===== src/rtl/ctrl_chan_pkg.sv =====
// Purpose: Shared constants and types for the control channel config bank
// Assumes: APB, 32-bit data, byte offsets are four times register index
// Notes:   Capability registers at indices 0x1E/0x1F hold frozen values
package ctrl_chan_pkg;

  localparam int unsigned ADDR_W = 8;

  // Register indices as printed; byte address is index times four
  localparam logic [7:0] IDX_CAP_A      = 8'h1E;
  localparam logic [7:0] IDX_CAP_B      = 8'h1F;
  localparam logic [7:0] IDX_BCC_CFG    = 8'h32;
  localparam logic [7:0] IDX_DP_CTL1    = 8'h33;
  localparam logic [7:0] IDX_RSVD_34    = 8'h34;
  localparam logic [7:0] IDX_CAPS_ONE   = 8'h35;
  localparam logic [7:0] IDX_LINK_STAT  = 8'h36;

  localparam logic [7:0] RST_BCC_CFG    = 8'h09;
  localparam logic [7:0] RST_DP_CTL1    = 8'h04;
  localparam logic [7:0] RST_RSVD_34    = 8'h00;
  localparam logic [7:0] RST_CAPS_ONE   = 8'h00;
  localparam logic [7:0] RST_CAP_A      = 8'h00;
  localparam logic [7:0] RST_CAP_B      = 8'h00;

  localparam int unsigned BIT_PASS_ALL   = 7;
  localparam int unsigned BIT_PASS_MATCH = 6;
  localparam int unsigned BIT_ACK_ALL    = 5;
  localparam int unsigned BIT_PARITY_EN  = 3;
  localparam int unsigned BIT_CRC_EN     = 2;
  localparam int unsigned BIT_FREEZE     = 7;
  localparam int unsigned BIT_SELF_TEST  = 5;

  localparam int unsigned CS_BYTES       = 8;

  localparam logic [7:0] CRC_POLY        = 8'h07;
  localparam logic [7:0] CRC_INIT        = 8'hFF;

  typedef struct packed {
    logic       valid;
    logic       self_test;
    logic [7:0] cap_a;
    logic [7:0] cap_b;
  } caps_s;

  typedef struct packed {
    logic       valid;
    logic       last;
    logic [7:0] data;
  } byte_s;

endpackage : ctrl_chan_pkg


===== src/rtl/cs_crc_gen.sv =====
// Purpose: Appends CRC byte after eight control sequence bytes
// Assumes: Bytes arrive one per cycle when valid, first byte starts count
// Notes:   CRC byte follows the eighth byte in the next cycle
`timescale 1ns/100ps
`default_nettype none
module cs_crc_gen
(
  input  wire logic                 clk_i,
  input  wire logic                 arst_n_i,
  input  wire logic                 crc_en_i,
  input  wire ctrl_chan_pkg::byte_s in_i,
  output var  ctrl_chan_pkg::byte_s out_o
);

  function automatic logic [7:0] crc8(input logic [7:0] c,
                                      input logic [7:0] d);
    logic [7:0] r;
    r = c ^ d;
    for (int i = 0; i < 8; i++)
      r = r[7] ? ((r << 1) ^ ctrl_chan_pkg::CRC_POLY) : (r << 1);
    return r;
  endfunction : crc8

  logic [3:0] cnt_q;
  logic [7:0] crc_q;
  logic       ins_q;
  ctrl_chan_pkg::byte_s out_q;

  wire logic       eighth = in_i.valid &&
                   (cnt_q == 4'(ctrl_chan_pkg::CS_BYTES - 1));
  wire logic [7:0] crc_nx = crc8(crc_q, in_i.data);

  always_ff @(posedge clk_i or negedge arst_n_i)
  begin
    if (!arst_n_i)
    begin
      cnt_q <= '0;
      crc_q <= ctrl_chan_pkg::CRC_INIT;
      ins_q <= 1'b0;
      out_q <= '0;
    end
    else
    begin
      ins_q <= eighth && crc_en_i;
      if (ins_q)
        out_q <= '{valid: 1'b1, last: 1'b1, data: crc_q};
      else
        out_q <= '{valid: in_i.valid,
                   last: in_i.valid && eighth && !crc_en_i,
                   data: in_i.data};
      if (in_i.valid)
      begin
        cnt_q <= eighth ? '0 : cnt_q + 4'h1;
        crc_q <= eighth ? crc_q : crc_nx;
      end
      if (eighth)
        crc_q <= ctrl_chan_pkg::CRC_INIT;
      if (eighth && crc_en_i)
        crc_q <= crc_nx;
      if (ins_q)
        crc_q <= ctrl_chan_pkg::CRC_INIT;
    end
  end

  assign out_o = out_q;

  property p_crc_after_eighth;
    @(posedge clk_i) disable iff (!arst_n_i)
    (eighth && crc_en_i) |=> ##1 (out_o.valid && out_o.last);
  endproperty
  a_crc_after_eighth: assert property (p_crc_after_eighth)
    else $error("CRC byte not sent after eighth byte");

  property p_no_crc_when_off;
    @(posedge clk_i) disable iff (!arst_n_i)
    (eighth && !crc_en_i) |=> (out_o.last && !ins_q);
  endproperty
  a_no_crc_when_off: assert property (p_no_crc_when_off)
    else $error("CRC inserted while disabled");

  c_crc_sent: cover property (@(posedge clk_i) ins_q);

endmodule : cs_crc_gen
`default_nettype wire


===== src/rtl/i2c_fwd_policy.sv =====
// Purpose: Forward and acknowledge decision for a local I2C transaction
// Assumes: Request pulse with match flag; remote ack result valid in the same cycle as the request
// Notes:   Pure decode, registered one cycle
`timescale 1ns/100ps
`default_nettype none
module i2c_fwd_policy
(
  input  wire logic clk_i,
  input  wire logic arst_n_i,
  input  wire logic pass_all_i,
  input  wire logic pass_match_i,
  input  wire logic ack_all_i,
  input  wire logic req_i,
  input  wire logic is_write_i,
  input  wire logic match_i,
  input  wire logic fc_lock_i,
  input  wire logic remote_ack_i,
  output var  logic fwd_o,
  output var  logic ack_o
);

  wire logic fwd_d = req_i && (pass_all_i
                     || (pass_match_i && match_i));
  wire logic ack_d = req_i && ((ack_all_i && is_write_i)
                     || (fc_lock_i && remote_ack_i));

  logic fwd_q;
  logic ack_q;

  always_ff @(posedge clk_i or negedge arst_n_i)
  begin
    if (!arst_n_i)
    begin
      fwd_q <= 1'b0;
      ack_q <= 1'b0;
    end
    else
    begin
      fwd_q <= fwd_d;
      ack_q <= ack_d;
    end
  end

  assign fwd_o = fwd_q;
  assign ack_o = ack_q;

  property p_pass_all;
    @(posedge clk_i) disable iff (!arst_n_i)
    (req_i && pass_all_i) |=> fwd_o;
  endproperty
  a_pass_all: assert property (p_pass_all)
    else $error("Transaction not forwarded under pass-all");

  property p_match_only;
    @(posedge clk_i) disable iff (!arst_n_i)
    (req_i && !pass_all_i && !(pass_match_i && match_i)) |=> !fwd_o;
  endproperty
  a_match_only: assert property (p_match_only)
    else $error("Forwarded without decode match");

  property p_ack_all;
    @(posedge clk_i) disable iff (!arst_n_i)
    (req_i && is_write_i && ack_all_i && !fc_lock_i) |=> ack_o;
  endproperty
  a_ack_all: assert property (p_ack_all)
    else $error("Write not acknowledged under ack-all");

  c_fwd_match: cover property (@(posedge clk_i)
    req_i && pass_match_i && match_i && !pass_all_i);

endmodule : i2c_fwd_policy
`default_nettype wire


===== src/rtl/control_channel_config.sv =====
// Purpose: APB register bank for control channel and forward datapath
// Assumes: Single clock; link-side inputs already synchronous
// Notes:   Zero wait states; unmapped addresses read zero with pslverr
//
// The APB register port was left to the implementer.
`timescale 1ns/100ps
`default_nettype none
// Operation
// - Pass-all bit forwards every I2C transaction
// - Match bit forwards only decoded transactions
// - Ack-all bit acknowledges every I2C write
// - Parity checked on back channel when enabled
// - CRC enable appends CRC to sequence
// - CRC covers eight bytes, sent ninth
// - Two-bit field selects zero/one/two/four GPIOs
// - Freeze bit stops capability auto-load
// - Frozen capabilities come from 0x1E/0x1F
// - Self-test bit shows partner self-test request
// - Auto-fill on link detect, freeze keeps write
module control_channel_config
(
  input  wire logic                 clk_i,
  input  wire logic                 arst_n_i,
  input  wire logic                 psel,
  input  wire logic                 penable,
  input  wire logic                 pwrite,
  input  wire logic [31:0]          paddr,
  input  wire logic [31:0]          pwdata,
  input  wire logic [3:0]           pstrb,
  output var  logic [31:0]          prdata,
  output var  logic                 pready,
  output var  logic                 pslverr,
  input  wire logic                 i2c_req_i,
  input  wire logic                 i2c_write_i,
  input  wire logic                 i2c_match_i,
  input  wire logic                 fc_lock_i,
  input  wire logic                 remote_ack_i,
  output var  logic                 i2c_fwd_o,
  output var  logic                 i2c_ack_o,
  input  wire logic                 bc_valid_i,
  input  wire logic [8:0]           bc_data_i,
  output var  logic                 bc_parity_err_o,
  input  wire ctrl_chan_pkg::caps_s link_caps_i,
  output var  ctrl_chan_pkg::caps_s caps_o,
  input  wire ctrl_chan_pkg::byte_s cs_i,
  output var  ctrl_chan_pkg::byte_s cs_o,
  input  wire logic [3:0]           gpio_i,
  output var  logic [3:0]           fwd_gpio_o
);

  logic [7:0] bcc_q;
  logic [7:0] dp_q;
  logic [7:0] rsvd_q;
  logic [7:0] caps1_q;
  logic [7:0] cap_a_q;
  logic [7:0] cap_b_q;
  logic       link_seen_q;
  logic       perr_q;
  logic [3:0] gpio_q;
  logic [31:0] rdata_q;
  logic        err_q;

  // Address decode; low two bits must be zero for a word access
  wire logic [7:0] idx     = paddr[9:2];
  wire logic       aligned = (paddr[1:0] == 2'b00) &&
                             (paddr[31:10] == '0);
  wire logic       setup   = psel && !penable;
  wire logic       wr_acc  = psel && penable && pwrite && pstrb[0];
  wire logic       sel_bcc   = aligned && idx == ctrl_chan_pkg::IDX_BCC_CFG;
  wire logic       sel_dp    = aligned && idx == ctrl_chan_pkg::IDX_DP_CTL1;
  wire logic       sel_rsvd  = aligned && idx == ctrl_chan_pkg::IDX_RSVD_34;
  wire logic       sel_caps1 = aligned &&
                               idx == ctrl_chan_pkg::IDX_CAPS_ONE;
  wire logic       sel_capa  = aligned && idx == ctrl_chan_pkg::IDX_CAP_A;
  wire logic       sel_capb  = aligned && idx == ctrl_chan_pkg::IDX_CAP_B;
  wire logic       sel_stat  = aligned &&
                               idx == ctrl_chan_pkg::IDX_LINK_STAT;
  wire logic       mapped    = sel_bcc | sel_dp | sel_rsvd | sel_caps1 |
                               sel_capa | sel_capb | sel_stat;

  wire logic frozen    = caps1_q[ctrl_chan_pkg::BIT_FREEZE];
  wire logic auto_load = link_caps_i.valid && !frozen;
  wire logic sw_caps1  = wr_acc && sel_caps1;

  // Software write wins over an auto-load in the same cycle whatever freeze
  // value is written; the link self-test value of that cycle is then dropped
  wire logic [7:0] caps1_d =
    sw_caps1  ? pwdata[7:0] :
    auto_load ? {caps1_q[7:6], link_caps_i.self_test,
                 caps1_q[4:0]} :
    caps1_q;

  wire logic [7:0] rd_mux =
    sel_bcc   ? bcc_q   :
    sel_dp    ? dp_q    :
    sel_rsvd  ? rsvd_q  :
    sel_caps1 ? caps1_q :
    sel_capa  ? cap_a_q :
    sel_capb  ? cap_b_q :
    sel_stat  ? {6'h00, perr_q, link_seen_q} : 8'h00;

  always_ff @(posedge clk_i or negedge arst_n_i)
  begin
    if (!arst_n_i)
    begin
      bcc_q   <= ctrl_chan_pkg::RST_BCC_CFG;
      dp_q    <= ctrl_chan_pkg::RST_DP_CTL1;
      rsvd_q  <= ctrl_chan_pkg::RST_RSVD_34;
      caps1_q <= ctrl_chan_pkg::RST_CAPS_ONE;
      cap_a_q <= ctrl_chan_pkg::RST_CAP_A;
      cap_b_q <= ctrl_chan_pkg::RST_CAP_B;
    end
    else
    begin
      if (wr_acc && sel_bcc)
        bcc_q <= pwdata[7:0];
      if (wr_acc && sel_dp)
        dp_q <= pwdata[7:0];
      if (wr_acc && sel_rsvd)
        rsvd_q <= pwdata[7:0];
      caps1_q <= caps1_d;
      if (wr_acc && sel_capa)
        cap_a_q <= pwdata[7:0];
      else if (auto_load)
        cap_a_q <= link_caps_i.cap_a;
      if (wr_acc && sel_capb)
        cap_b_q <= pwdata[7:0];
      else if (auto_load)
        cap_b_q <= link_caps_i.cap_b;
    end
  end

  always_ff @(posedge clk_i or negedge arst_n_i)
  begin
    if (!arst_n_i)
    begin
      rdata_q <= '0;
      err_q   <= 1'b0;
    end
    else if (setup)
    begin
      rdata_q <= pwrite ? 32'h0000_0000 : {24'h00_0000, rd_mux};
      err_q   <= !mapped;
    end
  end

  assign prdata  = rdata_q;
  assign pready  = 1'b1;
  assign pslverr = psel && penable && err_q;

  // Back-channel parity: bit 8 is even parity over the byte
  wire logic par_bad = bc_valid_i && (^bc_data_i) &&
                       bcc_q[ctrl_chan_pkg::BIT_PARITY_EN];

  // Forward GPIO count decode
  function automatic logic [3:0] gpio_mask(input logic [1:0] sel);
    case (sel)
      2'b00:   return 4'h0;
      2'b01:   return 4'h1;
      2'b10:   return 4'h3;
      2'b11:   return 4'hF;
      default: return 4'h0;
    endcase
  endfunction : gpio_mask

  wire logic [3:0] gpio_en = gpio_mask(dp_q[1:0]);

  always_ff @(posedge clk_i or negedge arst_n_i)
  begin
    if (!arst_n_i)
    begin
      link_seen_q <= 1'b0;
      perr_q      <= 1'b0;
      gpio_q      <= '0;
    end
    else
    begin
      if (link_caps_i.valid)
        link_seen_q <= 1'b1;
      perr_q <= par_bad;
      gpio_q <= gpio_i & gpio_en;
    end
  end

  assign bc_parity_err_o = perr_q;
  assign fwd_gpio_o      = gpio_q;
  assign caps_o = '{valid:     link_seen_q,
                    self_test: caps1_q[ctrl_chan_pkg::BIT_SELF_TEST],
                    cap_a:     cap_a_q,
                    cap_b:     cap_b_q};

  i2c_fwd_policy u_policy
  (
    .clk_i        (clk_i),
    .arst_n_i     (arst_n_i),
    .pass_all_i   (bcc_q[ctrl_chan_pkg::BIT_PASS_ALL]),
    .pass_match_i (bcc_q[ctrl_chan_pkg::BIT_PASS_MATCH]),
    .ack_all_i    (bcc_q[ctrl_chan_pkg::BIT_ACK_ALL]),
    .req_i        (i2c_req_i),
    .is_write_i   (i2c_write_i),
    .match_i      (i2c_match_i),
    .fc_lock_i    (fc_lock_i),
    .remote_ack_i (remote_ack_i),
    .fwd_o        (i2c_fwd_o),
    .ack_o        (i2c_ack_o)
  );

  cs_crc_gen u_crc
  (
    .clk_i    (clk_i),
    .arst_n_i (arst_n_i),
    .crc_en_i (dp_q[ctrl_chan_pkg::BIT_CRC_EN]),
    .in_i     (cs_i),
    .out_o    (cs_o)
  );

  property p_parity_flag;
    @(posedge clk_i) disable iff (!arst_n_i)
    (bc_valid_i && (^bc_data_i) && bcc_q[ctrl_chan_pkg::BIT_PARITY_EN])
      |=> bc_parity_err_o;
  endproperty
  a_parity_flag: assert property (p_parity_flag)
    else $error("Parity error not flagged");

  property p_parity_off;
    @(posedge clk_i) disable iff (!arst_n_i)
    !bcc_q[ctrl_chan_pkg::BIT_PARITY_EN] |=> !bc_parity_err_o;
  endproperty
  a_parity_off: assert property (p_parity_off)
    else $error("Parity flagged while checker off");

  property p_gpio_count;
    @(posedge clk_i) disable iff (!arst_n_i)
    (dp_q[1:0] == 2'b01) |=> (fwd_gpio_o[3:1] == 3'h0);
  endproperty
  a_gpio_count: assert property (p_gpio_count)
    else $error("Extra GPIO forwarded");

  property p_freeze_holds;
    @(posedge clk_i) disable iff (!arst_n_i)
    (frozen && !(wr_acc && (sel_capa || sel_caps1))) |=>
      (cap_a_q == $past(cap_a_q) && caps_o.self_test ==
       $past(caps1_q[ctrl_chan_pkg::BIT_SELF_TEST]));
  endproperty
  a_freeze_holds: assert property (p_freeze_holds)
    else $error("Capabilities changed while frozen");

  property p_frozen_value;
    @(posedge clk_i) disable iff (!arst_n_i)
    (wr_acc && sel_capb) |=> (caps_o.cap_b == $past(pwdata[7:0]));
  endproperty
  a_frozen_value: assert property (p_frozen_value)
    else $error("Written capability not used");

  property p_auto_fill;
    @(posedge clk_i) disable iff (!arst_n_i)
    (auto_load && !sw_caps1) |=> (caps_o.self_test == $past(
      link_caps_i.self_test));
  endproperty
  a_auto_fill: assert property (p_auto_fill)
    else $error("Self-test bit not auto-filled");

  property p_readback;
    @(posedge clk_i) disable iff (!arst_n_i)
    (setup && !pwrite && sel_bcc)
      |=> (prdata[7:0] == $past(bcc_q));
  endproperty
  a_readback: assert property (p_readback)
    else $error("Read-back mismatch");

  c_freeze_write: cover property (@(posedge clk_i) sw_caps1 &&
    pwdata[ctrl_chan_pkg::BIT_FREEZE]);
  c_unmapped: cover property (@(posedge clk_i) pslverr);
  c_auto_load: cover property (@(posedge clk_i) auto_load);

endmodule : control_channel_config
`default_nettype wire


===== config.mk =====
export PLATFORM = sky130hd
export DESIGN_NAME = control_channel_config
export DESIGN_NICKNAME = d
export VERILOG_FILES = /design/src/rtl/ctrl_chan_pkg.sv /design/src/rtl/cs_crc_gen.sv /design/src/rtl/i2c_fwd_policy.sv /design/src/rtl/control_channel_config.sv
export SDC_FILE = /design/constraint.sdc
export NUM_CORES = 1
export LEC_CHECK = 0
export ABC_CLOCK_PERIOD_IN_PS = 2200
export BUFFER_PORTS_ARGS = -buffer_cell sky130_fd_sc_hd__buf_2
export CAP_MARGIN = 0
export CORE_MARGIN = 1
export CORE_UTILIZATION = 45
export DETAILED_ROUTE_END_ITERATION = 16
export GPL_ROUTABILITY_DRIVEN = 0
export GPL_TIMING_DRIVEN = 0
export PLACE_DENSITY_LB_ADDON = 0.05
export SYNTH_ARGS = -nofsm -noshare
export SYNTH_HDL_FRONTEND = slang
export SYNTH_SLANG_ARGS = --single-unit

===== constraint.sdc =====
create_clock -name clk_i -period 2.2 [get_ports clk_i]
set_input_delay 0.33 -clock clk_i [delete_from_list [all_inputs] [get_ports clk_i]]
set_output_delay 0.33 -clock clk_i [all_outputs]
set_load 0.01 [all_outputs]

Word-level counts from Yosys, hierarchy flattened
Cells that the tools add are included.
{ "word_totals": {"reg_bits": 112, "input_bits": 120, "out_inout_bits": 69, "word_cells": 122} }
{ "classes": {"n_addsub": 1, "n_eq_ne": 11, "n_mux": 29, "n_bitwise": 16, "reduce_logical": 45} }
{ "op_table": {"columns": ["operator", "n"], "rows": [
  ["2-to-1 mux 8 bit", 16],
  ["equality test 8 x 6 -> 1 bit (second input constant)", 5],
  ["logical AND 1 bit", 31],
  ["2-to-1 mux 3 bit", 8],
  ["NOT 3 bit", 8],
  ["logical NOT 22 bit", 1],
  ["equality test 8 x 5 -> 1 bit (second input constant)", 2],
  ["case mux 4 bit (4 select lines)", 1],
  ["2-to-1 mux 10 bit", 1],
  ["parity 9 bit", 1],
  ["XOR 8 bit", 1],
  ["2-to-1 mux 6 bit", 1],
  ["bitwise OR 1 bit", 6],
  ["nonzero test 2 bit", 3],
  ["adder 4 x 1 -> 4 bit (second input constant)", 1],
  ["AND 4 bit", 1],
  ["equality test 2 bit (second input constant)", 2],
  ["equality test 4 x 3 -> 1 bit (second input constant)", 1],
  ["logical NOT 1 bit", 4],
  ["logical NOT 2 bit", 2],
  ["2-to-1 mux 4 bit", 1],
  ["nonzero test 4 bit", 1],
  ["equality test 2 x 1 -> 1 bit (second input constant)", 1],
  ["logical OR 1 bit", 2],
  ["2-to-1 mux 2 bit", 1]
]} }

Logic depth before layout (Yosys ltp)
{ "logic_depth": {"word_depth": 21, "mapped_depth": 6, "ltp_nobuf": 6} }

Cells and area by module
A second synthesis with hierarchy kept.
{ "unflattened": {"hier_cells": 435, "area_unflattened_um2": 4865.9} }
{ "modules_own_cells": {"columns": ["mod", "instances", "cells_each", "area_per_inst_um2", "seq_area_each_um2"], "rows": [
  ["control_channel_config", 1, 335, 3559.7, 1580.3],
  ["cs_crc_gen", 1, 94, 1231.2, 585.6],
  ["i2c_fwd_policy", 1, 6, 75.1, 50.0]
]} }

Worst setup path after synthesis
Ideal clock, no wire load.
{ "synth_timing": {"path_kind": "input to register", "from": "input port paddr[20]", "to": "register bcc_q[1]", "setup_ns": 0.128, "arrival_time_ns": 1.811, "required_time_ns": 2.072, "setup_slack_ns": 0.261, "stages": 6, "n_path_buf": 1, "path_cell_list": "nor4_2 -> nand4_2 -> nor3_4 -> and3_1 -> buf_2 -> mux2_1"} }
{ "synth_between": {"elab_chain_cells": 4} }
{ "synth_lines": {"columns": ["element", "line", "rtl"], "rows": [
  ["start, declared", "control_channel_config.sv:27", "input wire logic [31:0] paddr,"],
  ["logical NOT 22 bit", "control_channel_config.sv:66", "(paddr[31:10] == '0);"],
  ["logical AND 1 bit", "control_channel_config.sv:65", "wire logic aligned = (paddr[1:0] == 2'b00) &&"],
  ["logical AND 1 bit", "control_channel_config.sv:69", "wire logic sel_bcc = aligned && idx == ctrl_chan_pkg::IDX_BCC_CFG;"],
  ["logical AND 1 bit", "control_channel_config.sv:115", "if (wr_acc && sel_bcc)"],
  ["end signal, assigned", "control_channel_config.sv:106", "bcc_q <= ctrl_chan_pkg::RST_BCC_CFG;"],
  ["end signal, assigned", "control_channel_config.sv:116", "bcc_q <= pwdata[7:0];"],
  ["end, declared", "control_channel_config.sv:51", "logic [7:0] bcc_q;"]
]} }
No other way between the ends.
A chain may end at the register's enable or synchronous reset.

Worst setup path in the final report
{ "layout_timing": {"from": "input port paddr[1]", "to": "register cap_b_q[7]"} }
{ "layout_between": {"elab_chain_cells": 5, "elab_cells_between_ends": 6, "cone_classes": "mux (1); reduce/logical (5)"} }
{ "layout_lines": {"columns": ["element", "line", "rtl"], "rows": [
  ["logical NOT 2 bit (*)", "control_channel_config.sv:65", null],
  ["logical AND 1 bit (*)", "control_channel_config.sv:65", null],
  ["logical AND 1 bit (*)", "control_channel_config.sv:75", "wire logic sel_capb = aligned && idx == ctrl_chan_pkg::IDX_CAP_B;"],
  ["logical AND 1 bit (*)", "control_channel_config.sv:126", "if (wr_acc && sel_capb)"],
  ["2-to-1 mux 8 bit / nonzero test 2 bit (equally long branches)", null, null],
  ["end signal, assigned", "control_channel_config.sv:111", "cap_b_q <= ctrl_chan_pkg::RST_CAP_B;"],
  ["end signal, assigned", "control_channel_config.sv:127", "cap_b_q <= pwdata[7:0];"],
  ["end signal, assigned", "control_channel_config.sv:129", "cap_b_q <= link_caps_i.cap_b;"],
  ["end, declared", "control_channel_config.sv:56", "logic [7:0] cap_b_q;"]
]} }
Every way passes the cells marked *; elsewhere a longest branch is shown, timed or not.

==> implementation parameters <==
Parameter                              Value

Clock network
  Number of buffers inserted during clock tree synthesis ... 9
  Maximum level of the CTS H-tree ... 3
  Insertion delay to the later sink of the worst-skew pair ... ~0.35 ns
  TritonCTS clock tree ... built
  Cts repair resizes ... 0
  Sinks on the clock net ... between 80 and 90
  CTS clk-pin slew, worst paths ... around 0.090 ns
  Clock Root Buffer ... clkbuf_8
  Max Root-Sink Buffers ... 2

Final layout
  Post-layout utilization of the core ... 0.593
  Ratio of cells with drive above 1 in the final layout ... 0.405
  Final net count ... about 700
  Final instance count without filler cells ... ~700
  Synthesis-to-finish area growth ... 26.0%
  Number of antenna diodes ... 0

Yosys
  Commonest cells post-synth ... 77 x dfrtp_1, 29 x buf_4, 29 x mux2_2
  Dominant cell type by area after synthesis ... dfrtp_1
  Gate count after technology mapping ... a little over 400
  Sequential cell area fraction in the yosys report ... 0.477
  Leading cell types by total area after synthesis ... dfrtp_1 42%, mux2_2 7.0%, dfstp_2 6.2%, buf_4 4.7%, mux2_1 4.6%
  Number of synthesized flops with an enable pin ... 0
  Most frequently used flop master after synthesis ... dfrtp_1
  Fraction of post-synthesis cell area in the top cell type by area ... 0.415
  Post-synthesis register bit count ... slightly below 90
  Average footprint of a synthesized cell ... ~11 sq um
  Count of different cell masters after synthesis ... 55
  Syn Std Cell Area ... around 0.0046 sq mm
  FFs w/ async S/R, synth ... 1.00
  Most repeated cell in the gate-level netlist after synthesis ... dfrtp_1
  Warning count from the yosys run ... 0

Drt
  Post-route DRC violation count ... 0
  Vias after detailed routing ... between 3000 and 4000
  Routed length on met2 ... between 5 and 6 mm
  Amount of wire on met3 after detailed routing ... roughly 510 um
  Wirelength, routed ... 10.6 mm
  Routed via count divided by cell count ... 5.00
  Max layer used ... met4
  Number of routed nets with antenna violations ... 0
  DRT met1 WL ... roughly 4.7 mm
  First DRT Iteration DRCs ... roughly 170
  Number of iterations in the first detailed-routing pass ... 5
  Wire length per cell after detailed routing ... between 10 and 15 um

Global route
  GRT Resource Usage Total ... 0.209
  Total gr overflow ... 0
  Largest net degree at the start of global routing ... 52
  Wire length of the first global-routing pass ... roughly 18 mm
  Via count of the first global-routing pass ... approximately 3500
  Initial antenna violation count ... 0

Floorplan
  CORE AREA ... 0.00986 sq mm
  Die height ... 104 um
  Horiz. Die Dim ... between 100 and 150 um
  IO Count ... roughly 190
  DIE AREA ... ~0.011 sq mm
  Effective utilization at floorplan ... 0.471
  Core Rows ... 36

Power
  Total Power ... 4420 uW
  Leakage power ... around 0.0030 uW
  Ratio of total power to cell area ... 756 mW/mm^2
  Peak VDD IR ... about 0.00035 V

Hold path
  Worst hold-check path type ... in -> reg

Critical path
  Worst Path Required ... about 2.5 ns
  Crit-path max FO ... 10
  Sort of element at the end of the critical path ... register
  Arr. time, crit path ... between 2 and 2.5 ns
  CP Class ... in -> reg
  Flop2flop setup slack ... 0.32 ns
  Startpoint kind of the worst setup timing path ... primary input

Placement
  HPWL reported at the end of detailed placement ... slightly above 8 mm
  Cell total after placement ... between 600 and 700
  PortBufs ... between 100 and 150

Flow run
  Total of max-cap violations ... 0

Timing
  Max transition margin ... 0.498
  FMAX ... between 500 and 600 MHz
  Final Cycle Share ... 0.883
  Finish-stage setup viols ... 0
  Setup skew after layout ... a little over 0.009 ns
  Clock period minus final worst setup slack ... between 1.5 and 2 ns
  Number of max-slew violations in the final report ... 0
  Final Hold Viols ... 0
  Transition time at the pin with the least slew margin ... around 0.75 ns
  RSZ-0062 raised after global routing ... false

Run status
  Result of the run ... finished, final reports clean
-- repair_timing --
| action | CTS | global route |
|---|---|---|
| hold buffers | 1 | 0 |
| hold endpoints to repair | 30 | 0 |
| setup buffers | 0 | 0 |
-- where the power goes --
| group | switching [uW] | leakage, uW | internal [uW] |
|---|---|---|---|
| sequential | 147 | 0.00112 | 1830 |
| combinational | 536 | 0.00172 | 579 |
| clock | 568 | 0.000124 | 757 |
-- sequential cells by signal (all words and copies together) (netlist names) --
name	cells
cap_a_q	8
rsvd_q	8
bc_parity_err_o	1
u_crc.out_o	10
link_seen_q	1
u_crc.cnt_q	4
cap_b_q	8
u_policy.fwd_o	1
u_crc.crc_q	8
fwd_gpio_o	4
prdata	8
bcc_q	8
u_policy.ack_o	1
dp_q	8
caps1_q	8
err_q	1
u_crc.ins_q	1
-- cells in the final DEF (no fill, tap or decap), types with 3 or more instances in the layout --
master,instances
mux2_1,19
nand3_1,4
nand2b_1,12
inv_1,3
a222oi_1,6
mux2i_1,16
dfstp_2,11
bufinv_16,3
nand4_1,3
xor2_1,6
o21ai_0,25
and2_1,4
clkbuf_1,10
nor2b_1,9
dfrtp_1,77
xnor2_1,21
and3_1,9
conb_1,25
nor2_1,10
o31ai_1,6
a21oi_1,6
nor3_1,7
nor4_2,5
clkbuf_8,9
buf_4,30
and3b_1,3
o22ai_1,4
nand2_1,27
mux2_2,29
buf_2,136
a22oi_1,7
-- cells by family (layout without fill, tap and decap cells) --
family          count (synthesis)  after routing  share of synthesized area
flops                          88             88                      0.477
xor+xnor                       29             29                     0.0606
compound gates                 71             71                      0.102
simple gates                  107            107                      0.143
fa+ha+maj                       1              1                    0.00269
buf+inv                        46            198                     0.0615
mux                            64             64                      0.151
other cells                     2             25                    0.00162
-- final timing paths --
path / depth (start not counted) / startpoint / to
worst min register to register: 2 / err_q$_DFFE_PN0P_ / err_q$_DFFE_PN0P_
worst max register to register: 5 / caps1_q[7]$_DFFE_PN0P_ / cap_b_q[7]$_DFFE_PN0P_
worst min-delay path: 2 / link_caps_i[17] / link_seen_q$_DFFE_PN0P_
worst max-delay path: 7 / paddr[1] / cap_b_q[7]$_DFFE_PN0P_
max in group asynchronous: 3 / arst_n_i / bcc_q[3]$_DFFE_PN1P_
min in group asynchronous: 2 / arst_n_i / u_crc.out_o[8]$_DFF_PN0_
-- layer usage --
metal,track usage,up-vias
li1,-,1764
met1,0.268,1702
met2,0.359,110
met3,0.0497,6
met4,0.0435,0
met5,0,-
-- worst max-delay path: stages --
cell and delay (ns):
buf_2 0.10, nor4_2 0.29, nand4_2 0.29, nor4_2 0.74
buf_4 0.29, nand2_1 0.07, o21ai_0 0.09
-- final cells by class --
type                       instances  area, sq um
fill                             869         4020
multi-input combinational        297         2230
sequential                        88         2220
timing repair buffer             136          711
buffer                            43          274
tap                              133          166
clock buffer                       9          124
clock inverter                     7          118
inverter                           3         11.3
-- metrics by stage --
stage | hold WS (ns) | TNS, ns | setup WS, ns | area, sq um
detailed placement | 0.329 | -1.35 | -0.140 | 5600
global placement | 0.461 | -0.692 | -0.0696 | 5570
floorplan | 0.0344 | 0 | 0.261 | 4730
CTS | 0.167 | 0 | 0.235 | 5850
finish | 0.187 | 0 | 0.257 | 5850
global route | 0.175 | 0 | 0.0834 | 5850
Note: power is estimated with default switching activity, not from simulation.
